File: src/common/sbmp_pkg.sv
// Package for the synchronous burst memory port
package sbmp_pkg;
    localparam int ADDR_W = 20;
    localparam int DATA_W = 32;
    localparam int BE_W   = 4;
    localparam int LAT_W  = 2;
    localparam logic [1:0] LAT_RST      = 2'h0;
    localparam logic       CSX_RST      = 1'b0;
    localparam logic       REN_RST      = 1'b0;
    localparam logic       CLKSEL_RST   = 1'b0;
    localparam logic [1:0] CLK_DIV_TWO  = 2'h1;
    localparam logic [2:0] DESELECT_CYC = 3'h1;

    typedef struct packed {
        logic [1:0] read_latency_sel;
        logic [1:0] write_latency_sel;
        logic       chip_select_extend;
        logic       read_enable_mode;
        logic       sync_clock_select;
    } sbmp_cfg_t;

    typedef struct packed {
        logic              wr;
        logic [ADDR_W-1:0] addr;
        logic [BE_W-1:0]   be;
        logic [DATA_W-1:0] wdata;
        logic              last;
    } sbmp_req_t;

    typedef enum logic [2:0] {
        ST_IDLE  = 3'h0,
        ST_CMD   = 3'h1,
        ST_DRAIN = 3'h3,
        ST_DESEL = 3'h2
    } sbmp_state_t;
endpackage

File: src/sbmp_port.sv
// Synchronous burst memory port, synchronous interface mode
`timescale 1ns/1ps
module sbmp_port #(
    parameter int ADDR_W = sbmp_pkg::ADDR_W,
    parameter int DATA_W = sbmp_pkg::DATA_W,
    parameter int BE_W   = sbmp_pkg::BE_W
) (
    input  wire logic                  mclk_i,
    input  wire logic                  arst_n_i,
    input  wire sbmp_pkg::sbmp_cfg_t   cfg_i,
    input  wire logic                  req_valid_i,
    input  wire sbmp_pkg::sbmp_req_t   req_i,
    output logic                       req_ready_o,
    output logic                       rd_valid_o,
    output logic [DATA_W-1:0]          rd_data_o,
    output logic                       busy_o,
    output logic                       ext_clock_out_one_o,
    output logic                       ext_clock_out_two_o,
    output logic                       space_chip_select_n_o,
    output logic [BE_W-1:0]            byte_enable_n_o,
    output logic [ADDR_W-1:0]          address_o,
    output logic [DATA_W-1:0]          data_o,
    output logic                       data_oe_o,
    input  wire logic [DATA_W-1:0]     data_i,
    output logic                       sync_strobe_n_o,
    output logic                       sync_output_enable_n_o,
    output logic                       sync_write_enable_n_o
);
    logic                   tick;
    sbmp_pkg::sbmp_state_t  st_q, st_d;
    logic                   cs_q, cs_d;
    logic                   strb_q, strb_d;
    logic                   oe_q, oe_d;
    logic                   we_q, we_d;
    logic                   doe_q, doe_d;
    logic [BE_W-1:0]        be_q, be_d;
    logic [ADDR_W-1:0]      addr_q, addr_d;
    logic [DATA_W-1:0]      dat_q, dat_d;
    logic [3:0]             rpipe_q, rpipe_d;
    logic [3:0]             wpipe_q, wpipe_d;
    logic [DATA_W-1:0]      wdly_q [4];
    logic [DATA_W-1:0]      rdat_q, rdat_d;
    logic                   rval_q, rval_d;
    logic                   cur_wr_q, cur_wr_d;
    logic                   take;

    sbmp_tick u_tick (
        .mclk_i    (mclk_i),
        .arst_n_i  (arst_n_i),
        .sel_i     (cfg_i.sync_clock_select),
        .clk_one_o (ext_clock_out_one_o),
        .clk_two_o (ext_clock_out_two_o),
        .tick_o    (tick)
    );

    function automatic logic lat_hit(input logic [3:0] pipe, input logic [1:0] lat);
        lat_hit = pipe[lat];
    endfunction

    assign take        = tick && (st_q == sbmp_pkg::ST_IDLE || st_q == sbmp_pkg::ST_CMD) && req_valid_i;
    assign req_ready_o = take;

    always_comb begin
        st_d     = st_q;
        cs_d     = cs_q;
        strb_d   = strb_q;
        oe_d     = oe_q;
        we_d     = we_q;
        be_d     = be_q;
        addr_d   = addr_q;
        cur_wr_d = cur_wr_q;
        rpipe_d  = rpipe_q;
        wpipe_d  = wpipe_q;
        if (tick) begin
            rpipe_d = {rpipe_q[2:0], 1'b0};
            wpipe_d = {wpipe_q[2:0], 1'b0};
            strb_d  = 1'b0;
            we_d    = 1'b0;
            case (st_q)
                sbmp_pkg::ST_IDLE, sbmp_pkg::ST_CMD: begin
                    if (req_valid_i) begin
                        st_d     = req_i.last ? sbmp_pkg::ST_DRAIN : sbmp_pkg::ST_CMD;
                        cs_d     = 1'b1;
                        strb_d   = 1'b1;
                        we_d     = req_i.wr;
                        oe_d     = !req_i.wr;
                        cur_wr_d = req_i.wr;
                        be_d     = req_i.be;
                        addr_d   = req_i.addr;
                        rpipe_d[0] = !req_i.wr;
                        wpipe_d[0] = req_i.wr;
                    end else if (st_q == sbmp_pkg::ST_CMD) begin
                        st_d = sbmp_pkg::ST_DRAIN;
                    end
                end
                sbmp_pkg::ST_DRAIN: begin
                    // Chip select off after last command unless extended with output enable
                    if (!cfg_i.chip_select_extend) begin
                        cs_d = 1'b0;
                    end
                    if (rpipe_q == 4'h0 && wpipe_q == 4'h0) begin
                        oe_d = 1'b0;
                        cs_d = 1'b0;
                        // FIFO mode skips the deselect cycle
                        st_d = cfg_i.read_enable_mode ? sbmp_pkg::ST_IDLE : sbmp_pkg::ST_DESEL;
                    end
                end
                sbmp_pkg::ST_DESEL: begin
                    st_d = sbmp_pkg::ST_IDLE;
                end
                default: begin
                    st_d = sbmp_pkg::ST_IDLE;
                    cs_d = 1'b0;
                    oe_d = 1'b0;
                end
            endcase
        end
    end

    // Write data delayed by write latency; read sampled after read latency
    always_comb begin
        dat_d  = dat_q;
        doe_d  = doe_q;
        rdat_d = rdat_q;
        rval_d = 1'b0;
        if (tick) begin
            doe_d = lat_hit(wpipe_d, cfg_i.write_latency_sel);
            if (doe_d) begin
                dat_d = (cfg_i.write_latency_sel == 2'h0) ? req_i.wdata : wdly_q[cfg_i.write_latency_sel];
            end
            // Command aged by the read latency; zero latency samples on the next launch edge
            if (lat_hit(rpipe_q, cfg_i.read_latency_sel) && !doe_q) begin
                rval_d = 1'b1;
                rdat_d = data_i;
            end
        end
    end

    always_ff @(posedge mclk_i or negedge arst_n_i) begin
        if (!arst_n_i) begin
            st_q     <= sbmp_pkg::ST_IDLE;
            cs_q     <= 1'b0;
            strb_q   <= 1'b0;
            oe_q     <= 1'b0;
            we_q     <= 1'b0;
            doe_q    <= 1'b0;
            be_q     <= '0;
            addr_q   <= '0;
            dat_q    <= '0;
            rdat_q   <= '0;
            rval_q   <= 1'b0;
            cur_wr_q <= 1'b0;
            rpipe_q  <= 4'h0;
            wpipe_q  <= 4'h0;
            for (int i = 0; i < 4; i++) begin
                wdly_q[i] <= '0;
            end
        end else begin
            st_q     <= st_d;
            cs_q     <= cs_d;
            strb_q   <= strb_d;
            oe_q     <= oe_d;
            we_q     <= we_d;
            doe_q    <= doe_d;
            be_q     <= be_d;
            addr_q   <= addr_d;
            dat_q    <= dat_d;
            rdat_q   <= rdat_d;
            rval_q   <= rval_d;
            cur_wr_q <= cur_wr_d;
            rpipe_q  <= rpipe_d;
            wpipe_q  <= wpipe_d;
            if (tick) begin
                wdly_q[1] <= take ? req_i.wdata : wdly_q[1];
                wdly_q[2] <= wdly_q[1];
                wdly_q[3] <= wdly_q[2];
                wdly_q[0] <= '0;
            end
        end
    end

    assign space_chip_select_n_o  = !cs_q;
    assign sync_strobe_n_o        = !strb_q;
    assign sync_output_enable_n_o = !oe_q;
    assign sync_write_enable_n_o  = !we_q;
    assign byte_enable_n_o        = ~be_q;
    assign address_o              = addr_q;
    assign data_o                 = dat_q;
    assign data_oe_o              = doe_q;
    assign rd_valid_o             = rval_q;
    assign rd_data_o              = rdat_q;
    assign busy_o                 = (st_q != sbmp_pkg::ST_IDLE);

    AST_STRB_CS: assert property (@(posedge mclk_i) disable iff (!arst_n_i)
        !sync_strobe_n_o |-> !space_chip_select_n_o) else $error("strobe without chip select");
    AST_CSX: assert property (@(posedge mclk_i) disable iff (!arst_n_i)
        (cfg_i.chip_select_extend && !sync_output_enable_n_o) |-> !space_chip_select_n_o)
        else $error("chip select dropped while output enable low");
    AST_DESEL: assert property (@(posedge mclk_i) disable iff (!arst_n_i)
        (st_q == sbmp_pkg::ST_DESEL && !tick) |=> st_q == sbmp_pkg::ST_DESEL) else $error("deselect skipped");
    AST_NODESEL: assert property (@(posedge mclk_i) disable iff (!arst_n_i)
        ($stable(cfg_i.read_enable_mode) && cfg_i.read_enable_mode && $past(cfg_i.read_enable_mode))
        |-> st_q != sbmp_pkg::ST_DESEL || $past(st_q) == sbmp_pkg::ST_DESEL
        || !$past(cfg_i.read_enable_mode, 2)) else $error("deselect in fifo mode");
    AST_TICK: assert property (@(posedge mclk_i) disable iff (!arst_n_i)
        !cfg_i.sync_clock_select |-> tick) else $error("clock one must launch every cycle");
    AST_WE_RD: assert property (@(posedge mclk_i) disable iff (!arst_n_i)
        !sync_write_enable_n_o |-> sync_output_enable_n_o) else $error("write and read enables both active");
    AST_RLAT0: assert property (@(posedge mclk_i) disable iff (!arst_n_i)
        (tick && cfg_i.read_latency_sel == 2'h0 && rpipe_q[0] && !doe_q) |=> rd_valid_o)
        else $error("zero latency read not sampled");
    AST_WLAT0: assert property (@(posedge mclk_i) disable iff (!arst_n_i)
        (take && req_i.wr && cfg_i.write_latency_sel == 2'h0) |=> data_oe_o) else $error("write data late");
    AST_CS_OFF: assert property (@(posedge mclk_i) disable iff (!arst_n_i)
        (tick && st_q == sbmp_pkg::ST_DRAIN && !cfg_i.chip_select_extend) |=> space_chip_select_n_o)
        else $error("chip select held after last command");
endmodule

File: src/sbmp_tick.sv
// Launch-edge generator for the two external output clocks
`timescale 1ns/1ps
module sbmp_tick (
    input  wire logic mclk_i,
    input  wire logic arst_n_i,
    input  wire logic sel_i,
    output logic      clk_one_o,
    output logic      clk_two_o,
    output logic      tick_o
);
    logic [1:0] div_q;
    logic [1:0] div_d;

    always_comb begin
        div_d = div_q + 2'h1;
        if (div_q == sbmp_pkg::CLK_DIV_TWO) begin
            div_d = 2'h0;
        end
    end

    always_ff @(posedge mclk_i or negedge arst_n_i) begin
        if (!arst_n_i) begin
            div_q <= 2'h0;
        end else begin
            div_q <= div_d;
        end
    end

    // Both clocks rise on the launch edge when sel_i picks clock two, so memory gets a full period of setup
    assign clk_one_o = mclk_i;
    assign clk_two_o = ~div_q[0];
    // Rising edges of the chosen clock are the launch points
    assign tick_o    = sel_i ? (div_q == sbmp_pkg::CLK_DIV_TWO) : 1'b1;
endmodule

File: config.mk
export PLATFORM = sky130hd
export DESIGN_NAME = sbmp_port
export DESIGN_NICKNAME = d
export VERILOG_FILES = /design/src/common/sbmp_pkg.sv /design/src/sbmp_port.sv /design/src/sbmp_tick.sv
export SDC_FILE = /design/constraint.sdc
export NUM_CORES = 1
export LEC_CHECK = 0
export BUFFER_PORTS_ARGS = -buffer_cell sky130_fd_sc_hd__buf_2
export CELL_PAD_IN_SITES_DETAIL_PLACEMENT = 1
export CELL_PAD_IN_SITES_GLOBAL_PLACEMENT = 1
export CORE_MARGIN = 1.5
export CORE_UTILIZATION = 40
export CTS_BUF_LIST = sky130_fd_sc_hd__clkbuf_4 sky130_fd_sc_hd__clkbuf_8
export CTS_CLUSTER_DIAMETER = 150
export CTS_CLUSTER_SIZE = 14
export DETAILED_ROUTE_END_ITERATION = 8
export PLACE_DENSITY_LB_ADDON = 0.1
export SETUP_SLACK_MARGIN = 0.3
export SYNTH_ARGS = -nofsm -noshare
export SYNTH_HDL_FRONTEND = slang
export SYNTH_SLANG_ARGS = --single-unit
File: constraint.sdc
create_clock -name mclk_i -period 2 [get_ports mclk_i]
set_clock_uncertainty 0.15 [all_clocks]
set_input_delay 0.3 -clock mclk_i [delete_from_list [all_inputs] [get_ports mclk_i]]
set_output_delay 0.3 -clock mclk_i [all_outputs]
set_load 0.02 [all_outputs]
## Yosys cells after proc, flatten, opt, wreduce, memory -nomap -nowiden

Index checks and enable logic that the tools add are counted.

- Register bits after elaboration: 203
- Input bits: 100
- Output and inout bits: 98
- Word-level logic and storage cells: 89

- Add/subtract/negate cells: 1
- $lt $le $gt $ge: 3
- Equal/unequal tests: 8
- Mux-type cells: 32
- Bitwise logic cells: 4
- Reductions and logical operators: 24

Operator list:

| cell | number |
|---|---|
| 32-bit two-way mux | 3 |
| 32-bit binary-select mux with 2-bit select | 1 |
| 1-bit two-way mux | 16 |
| 3-bit two-way mux | 3 |
| 4-bit zero test | 2 |
| 4-bit AND reduction | 2 |
| 3-bit by 2-bit == test with 1-bit output (second input constant) | 2 |
| 1-bit zero test | 6 |
| 2-bit by 3-bit less-than comparator with 1-bit output (second input constant) | 2 |
| 2-bit two-way mux | 3 |
| 3-bit inequality test (second input constant) | 2 |
| 1-bit one-hot mux with 3 select lines | 2 |
| 3-bit one-hot mux with 2 select lines | 1 |
| 2-bit AND reduction | 3 |
| 3-bit AND reduction | 2 |
| 1-bit binary-select mux with 2-bit select | 2 |
| 1-bit logical AND | 4 |
| 4-bit two-way mux | 1 |
| 2-bit inequality test (second input constant) | 2 |
| 4-bit NOT | 1 |
| 3-bit by 1-bit == test with 1-bit output (second input constant) | 1 |
| 3-bit greater-or-equal comparator (second input constant) | 1 |
| 3-bit zero test | 1 |
| 2-bit NOT with 3-bit output | 1 |
| 7 further kinds | 8 |

## Depth between registers and ports, before layout

- Depth in word-level cells: 7
- Depth in mapped cells: 7
- Gate-level depth less buffers: 4

## By module

A second synthesis with hierarchy kept.

- Cells, all modules: 627
- Area total of the unflattened synthesis: 8429.3 µm²

By module, submodules not included:

| module | times used | cells each | area each (µm²) | seq. area each (µm²) |
|---|---|---|---|---|
| sbmp_port | 1 | 620 | 8346.8 | 5004.8 |
| sbmp_tick | 1 | 7 | 82.6 | 50.0 |

==> summary.md <==
| Metric | Value |
|---|---|
| Critical path type | reg -> reg |
| Sequential Power Share | 42.3% |
| Area contributors post-synth | dfrtp_1 59%, mux2_2 12%, nand2_1 9.5% |
| CP top delay family | simple AND/OR/NAND/NOR gates |
| Total net switching power | 6.06 mW |
| Max incr delay on CP | 0.40 ns |
| Power Total | about 17 mW |
| Hold Vio Cnt, Final | 0 |
| DR iter-0 viols | between 200 and 250 |
| Area growth from synthesis to layout | 45.2% |
| Post-layout util | 59.0% |
| LEAKAGE | 6.26 nW |
| Remaining DRCs | 0 |
| Final setup fails | 66 |
| Post-Synth XOR/XNOR Area | 0% |
| CP Capture Type | flop |
| Mean Syn Cell Area | between 10 and 15 sq um |
| CP max FO | 21 |
| CP Data Required Time | 2.37 ns |
| RSZ-0062 raised after global routing | yes |
| CP max stage cell | a221o_2 |
| Count leader, synth | nand2_1 |
| Post-synth top area share | 59.4% |
| Post-route ant nets | 0 |
| FMAX | 475 MHz |
| First-pass GRT wire length | around 40000 microns |
| Commonest cells in the netlist | 216 x nand2_1, 202 x dfrtp_1, 92 x mux2_2, 33 x mux4_2, 29 x mux2_4 |
| Initial core utilization | around two fifths |
| Hold/Removal Path Class | in -> reg |
| Relative slew margins | 67.0% |
| Die Ht | 149 microns |
| Worst R2R End | data_o[4] |
| Synthesized-area fraction occupied by adder cells | 0% |
| Global-route usage over all layers | between 20% and 30% |
| Main synth FF type | dfrtp_1 |
| Syn Inst Count | 650 |
| Non-Filler Instances | between 1k and 1.5k |
| CP startpoint kind | flop |
| Slack of the worst reg-to-reg path | -0.11 ns |
| Clock Latency Late Sink | 0.62 ns |
| Mux contribution to synthesized area | 26.1% |
| Worst setup margin | -0.106 ns |
| Detailed-placement wirelength estimate | between 10000 and 15000 microns |
| CP Data Arrival Time | about 2.5 ns |
| Hold Path Origin | req_valid_i |
| Failing checks | setup timing |
| Pwr Density | 1380 nW/um^2 |
| Initial antenna violation count | 3 |
| Post-synthesis compound-gate area fraction | 1.35% |
| Status | finished with violations |
| Dpl cells | 1108 |
| Cell variety after synth | 29 |
| Simple-gate portion of the synthesized area | 10.3% |
| Fillcell total | 2148 |
| Internal | 11.0 mW |
| FF-to-FF path depth | 5 |
| Buffers plus inverters on the worst setup path | 1 |
| Via count | 6435 |
| Max VDD drop | between 0.0006 and 0.0007 V |
| Post-synthesis sequential area ratio | about three fifths |
| WHS Path Cells | 4 |
| Final Cycle Share | 105% |
| Flop and latch count out of synthesis | 202 |
| Main combinational cell family by area after synthesis | multiplexers |
| Die extent in x | 149 microns |
| I/O Buffers | 197 |
| Critical-path cell list | nand2b_4 > or3b_1 > a221o_2 > buf_12 > mux2_4 |
| Yosys warns | 0 |
| Fin crit period | 2.11 ns |
| Routed vias/inst | slightly above 5 |
| Max Cap Viol | 0 |
| Sw frac | 35.5% |
| Max Slew Vio Count | 0 |
| Dpl ws | -0.0841 ns |
| CTS tree | yes |
| Hold path endpoint | st_q[1] |
| Post-synth EDFFs | 0 |
| Logic gate share of total power | 43.2% |
| WL per Instance | 21.5 microns |
| GPL Wtd Cong | 0.754 |
| Mapped Nets | 750 |
| Total congestion overflow | 0 |
| I/O Pins | just under 200 |
| Core footprint | 21000 sq um |
| Final hold slack | ~0.021 ns |
| Nets | 1087 |
| Detailed Routing Iterations Pass 1 | 4 |
| Worst-path clk slew | 0.10 ns |
| Largest net degree at the start of global routing | 73 |
| Clk pwr share | 14.5% |
| FP Rows | 53 |
| FF-to-FF Start | st_q[1] |
| Routed wire length | 27100 microns |
| Layout cells sized above 1 | approximately 46% |
| Mapped cell area | 8510 sq um |
| Vias in the first global route | around 7.3k |
| Largest area contributor in the netlist | dfrtp_1 |
| Slew @ Worst Pin | 0.495 ns |
| Asr flop ratio synth | 100% |
| Die Area | ~22000 sq um |
per-layer routing:
| layer | global-route usage [%] | wire, microns |
|---|---|---|
| met5 | 0 | 11 |
| met4 | 7.62 | 588 |
| met3 | 4.34 | 1300 |
| met2 | 43.0 | 14400 |
| met1 | 27.5 | 10800 |
worst max-delay path by stage:
stage / from / to / cells past startpoint
after floorplan: st_q[1] / data_o[10] / 6
after global placement: st_q[1] / data_o[5] / 5
after detailed placement: st_q[1] / data_o[4] / 5
after CTS: st_q[1] / req_ready_o / 5
after global routing: st_q[1] / data_o[19] / 5
final: st_q[1] / data_o[4] / 5
cell type report:
type                       count  area [sq um]  area share, %
sequential                   202          5060           40.9
multi-input combinational    398          3620           29.3
timing repair buffer         351          2950           23.9
tap                          275           344           2.79
clock buffer                  23           320           2.59
inverter                      12          47.5          0.385
clock inverter                 1          8.76         0.0709
antenna                        2          5.00         0.0405
flip-flops by register name, summed over array words and instances (netlist names):
name,count
data_o,32
rd_valid_o,1
be_q,4
st_q,2
wdly_q,96
cs_q,1
u_tick.div_q,2
rd_data_o,32
data_oe_o,1
we_q,1
address_o,20
oe_q,1
strb_q,1
wpipe_q,4
rpipe_q,4
power groups by stage:
stage / combinational [mW] / sequential, mW / clock (mW)
3_5_place_dp: 5.95 / 7.17 / 0.0467
4_1_cts: 6.82 / 7.12 / 2.52
2_1_floorplan: 3.00 / 7.96 / 0.0584
3_3_place_gp: 5.70 / 7.00 / 0.0467
6_report: 7.38 / 7.23 / 2.48
5_1_grt: 7.86 / 7.45 / 2.71
through the flow:
step | setup TNS (ns) | area (sq um)
floorplan | -1.09 | 8650
global route | -6.35 | 12400
detailed placement | -2.07 | 10100
finish | -3.68 | 12400
CTS | -2.97 | 11900
global placement | -0.880 | 10100
worst min-delay path: stages:
cell and delay [ns]:
buf_2 0.12, mux2_2 0.16, a21oi_1 0.06, a21oi_1 0.11
cell usage in the layout (no fill, tap or decap), drive strengths merged, types with 2 or more instances in the layout:
cell,instances
a22o,2
buf,256
o21ai,4
inv,13
nor4,2
a21oi,5
nor2,2
a21o,2
dlygate4sd3,94
clkbuf,24
diode,2
mux2,121
mux4,33
dfrtp,202
nand2,216
cell families (layout without fill, tap and decap cells):
logic type | count (synthesis) | count (layout)
and+or+nand+nor | 226 | 226
DFF | 202 | 202
muxes | 155 | 155
buffers and inverters | 50 | 387
AOI/OAI and AO/OA | 17 | 17
other | 0 | 2
what timing repair did:
item / 4_1_cts / 5_1_grt
setup buffers: 14 / 11
pin swaps: 2 / 7
cloned: 9 / 3
endpoints found under the hold margin: 324 / 1
hold buffers: 93 / 1
setup endpoints to repair: 120 / 138
gates resized for setup: 64 / 67
No activity file was read; power rests on OpenSTA's default activity.
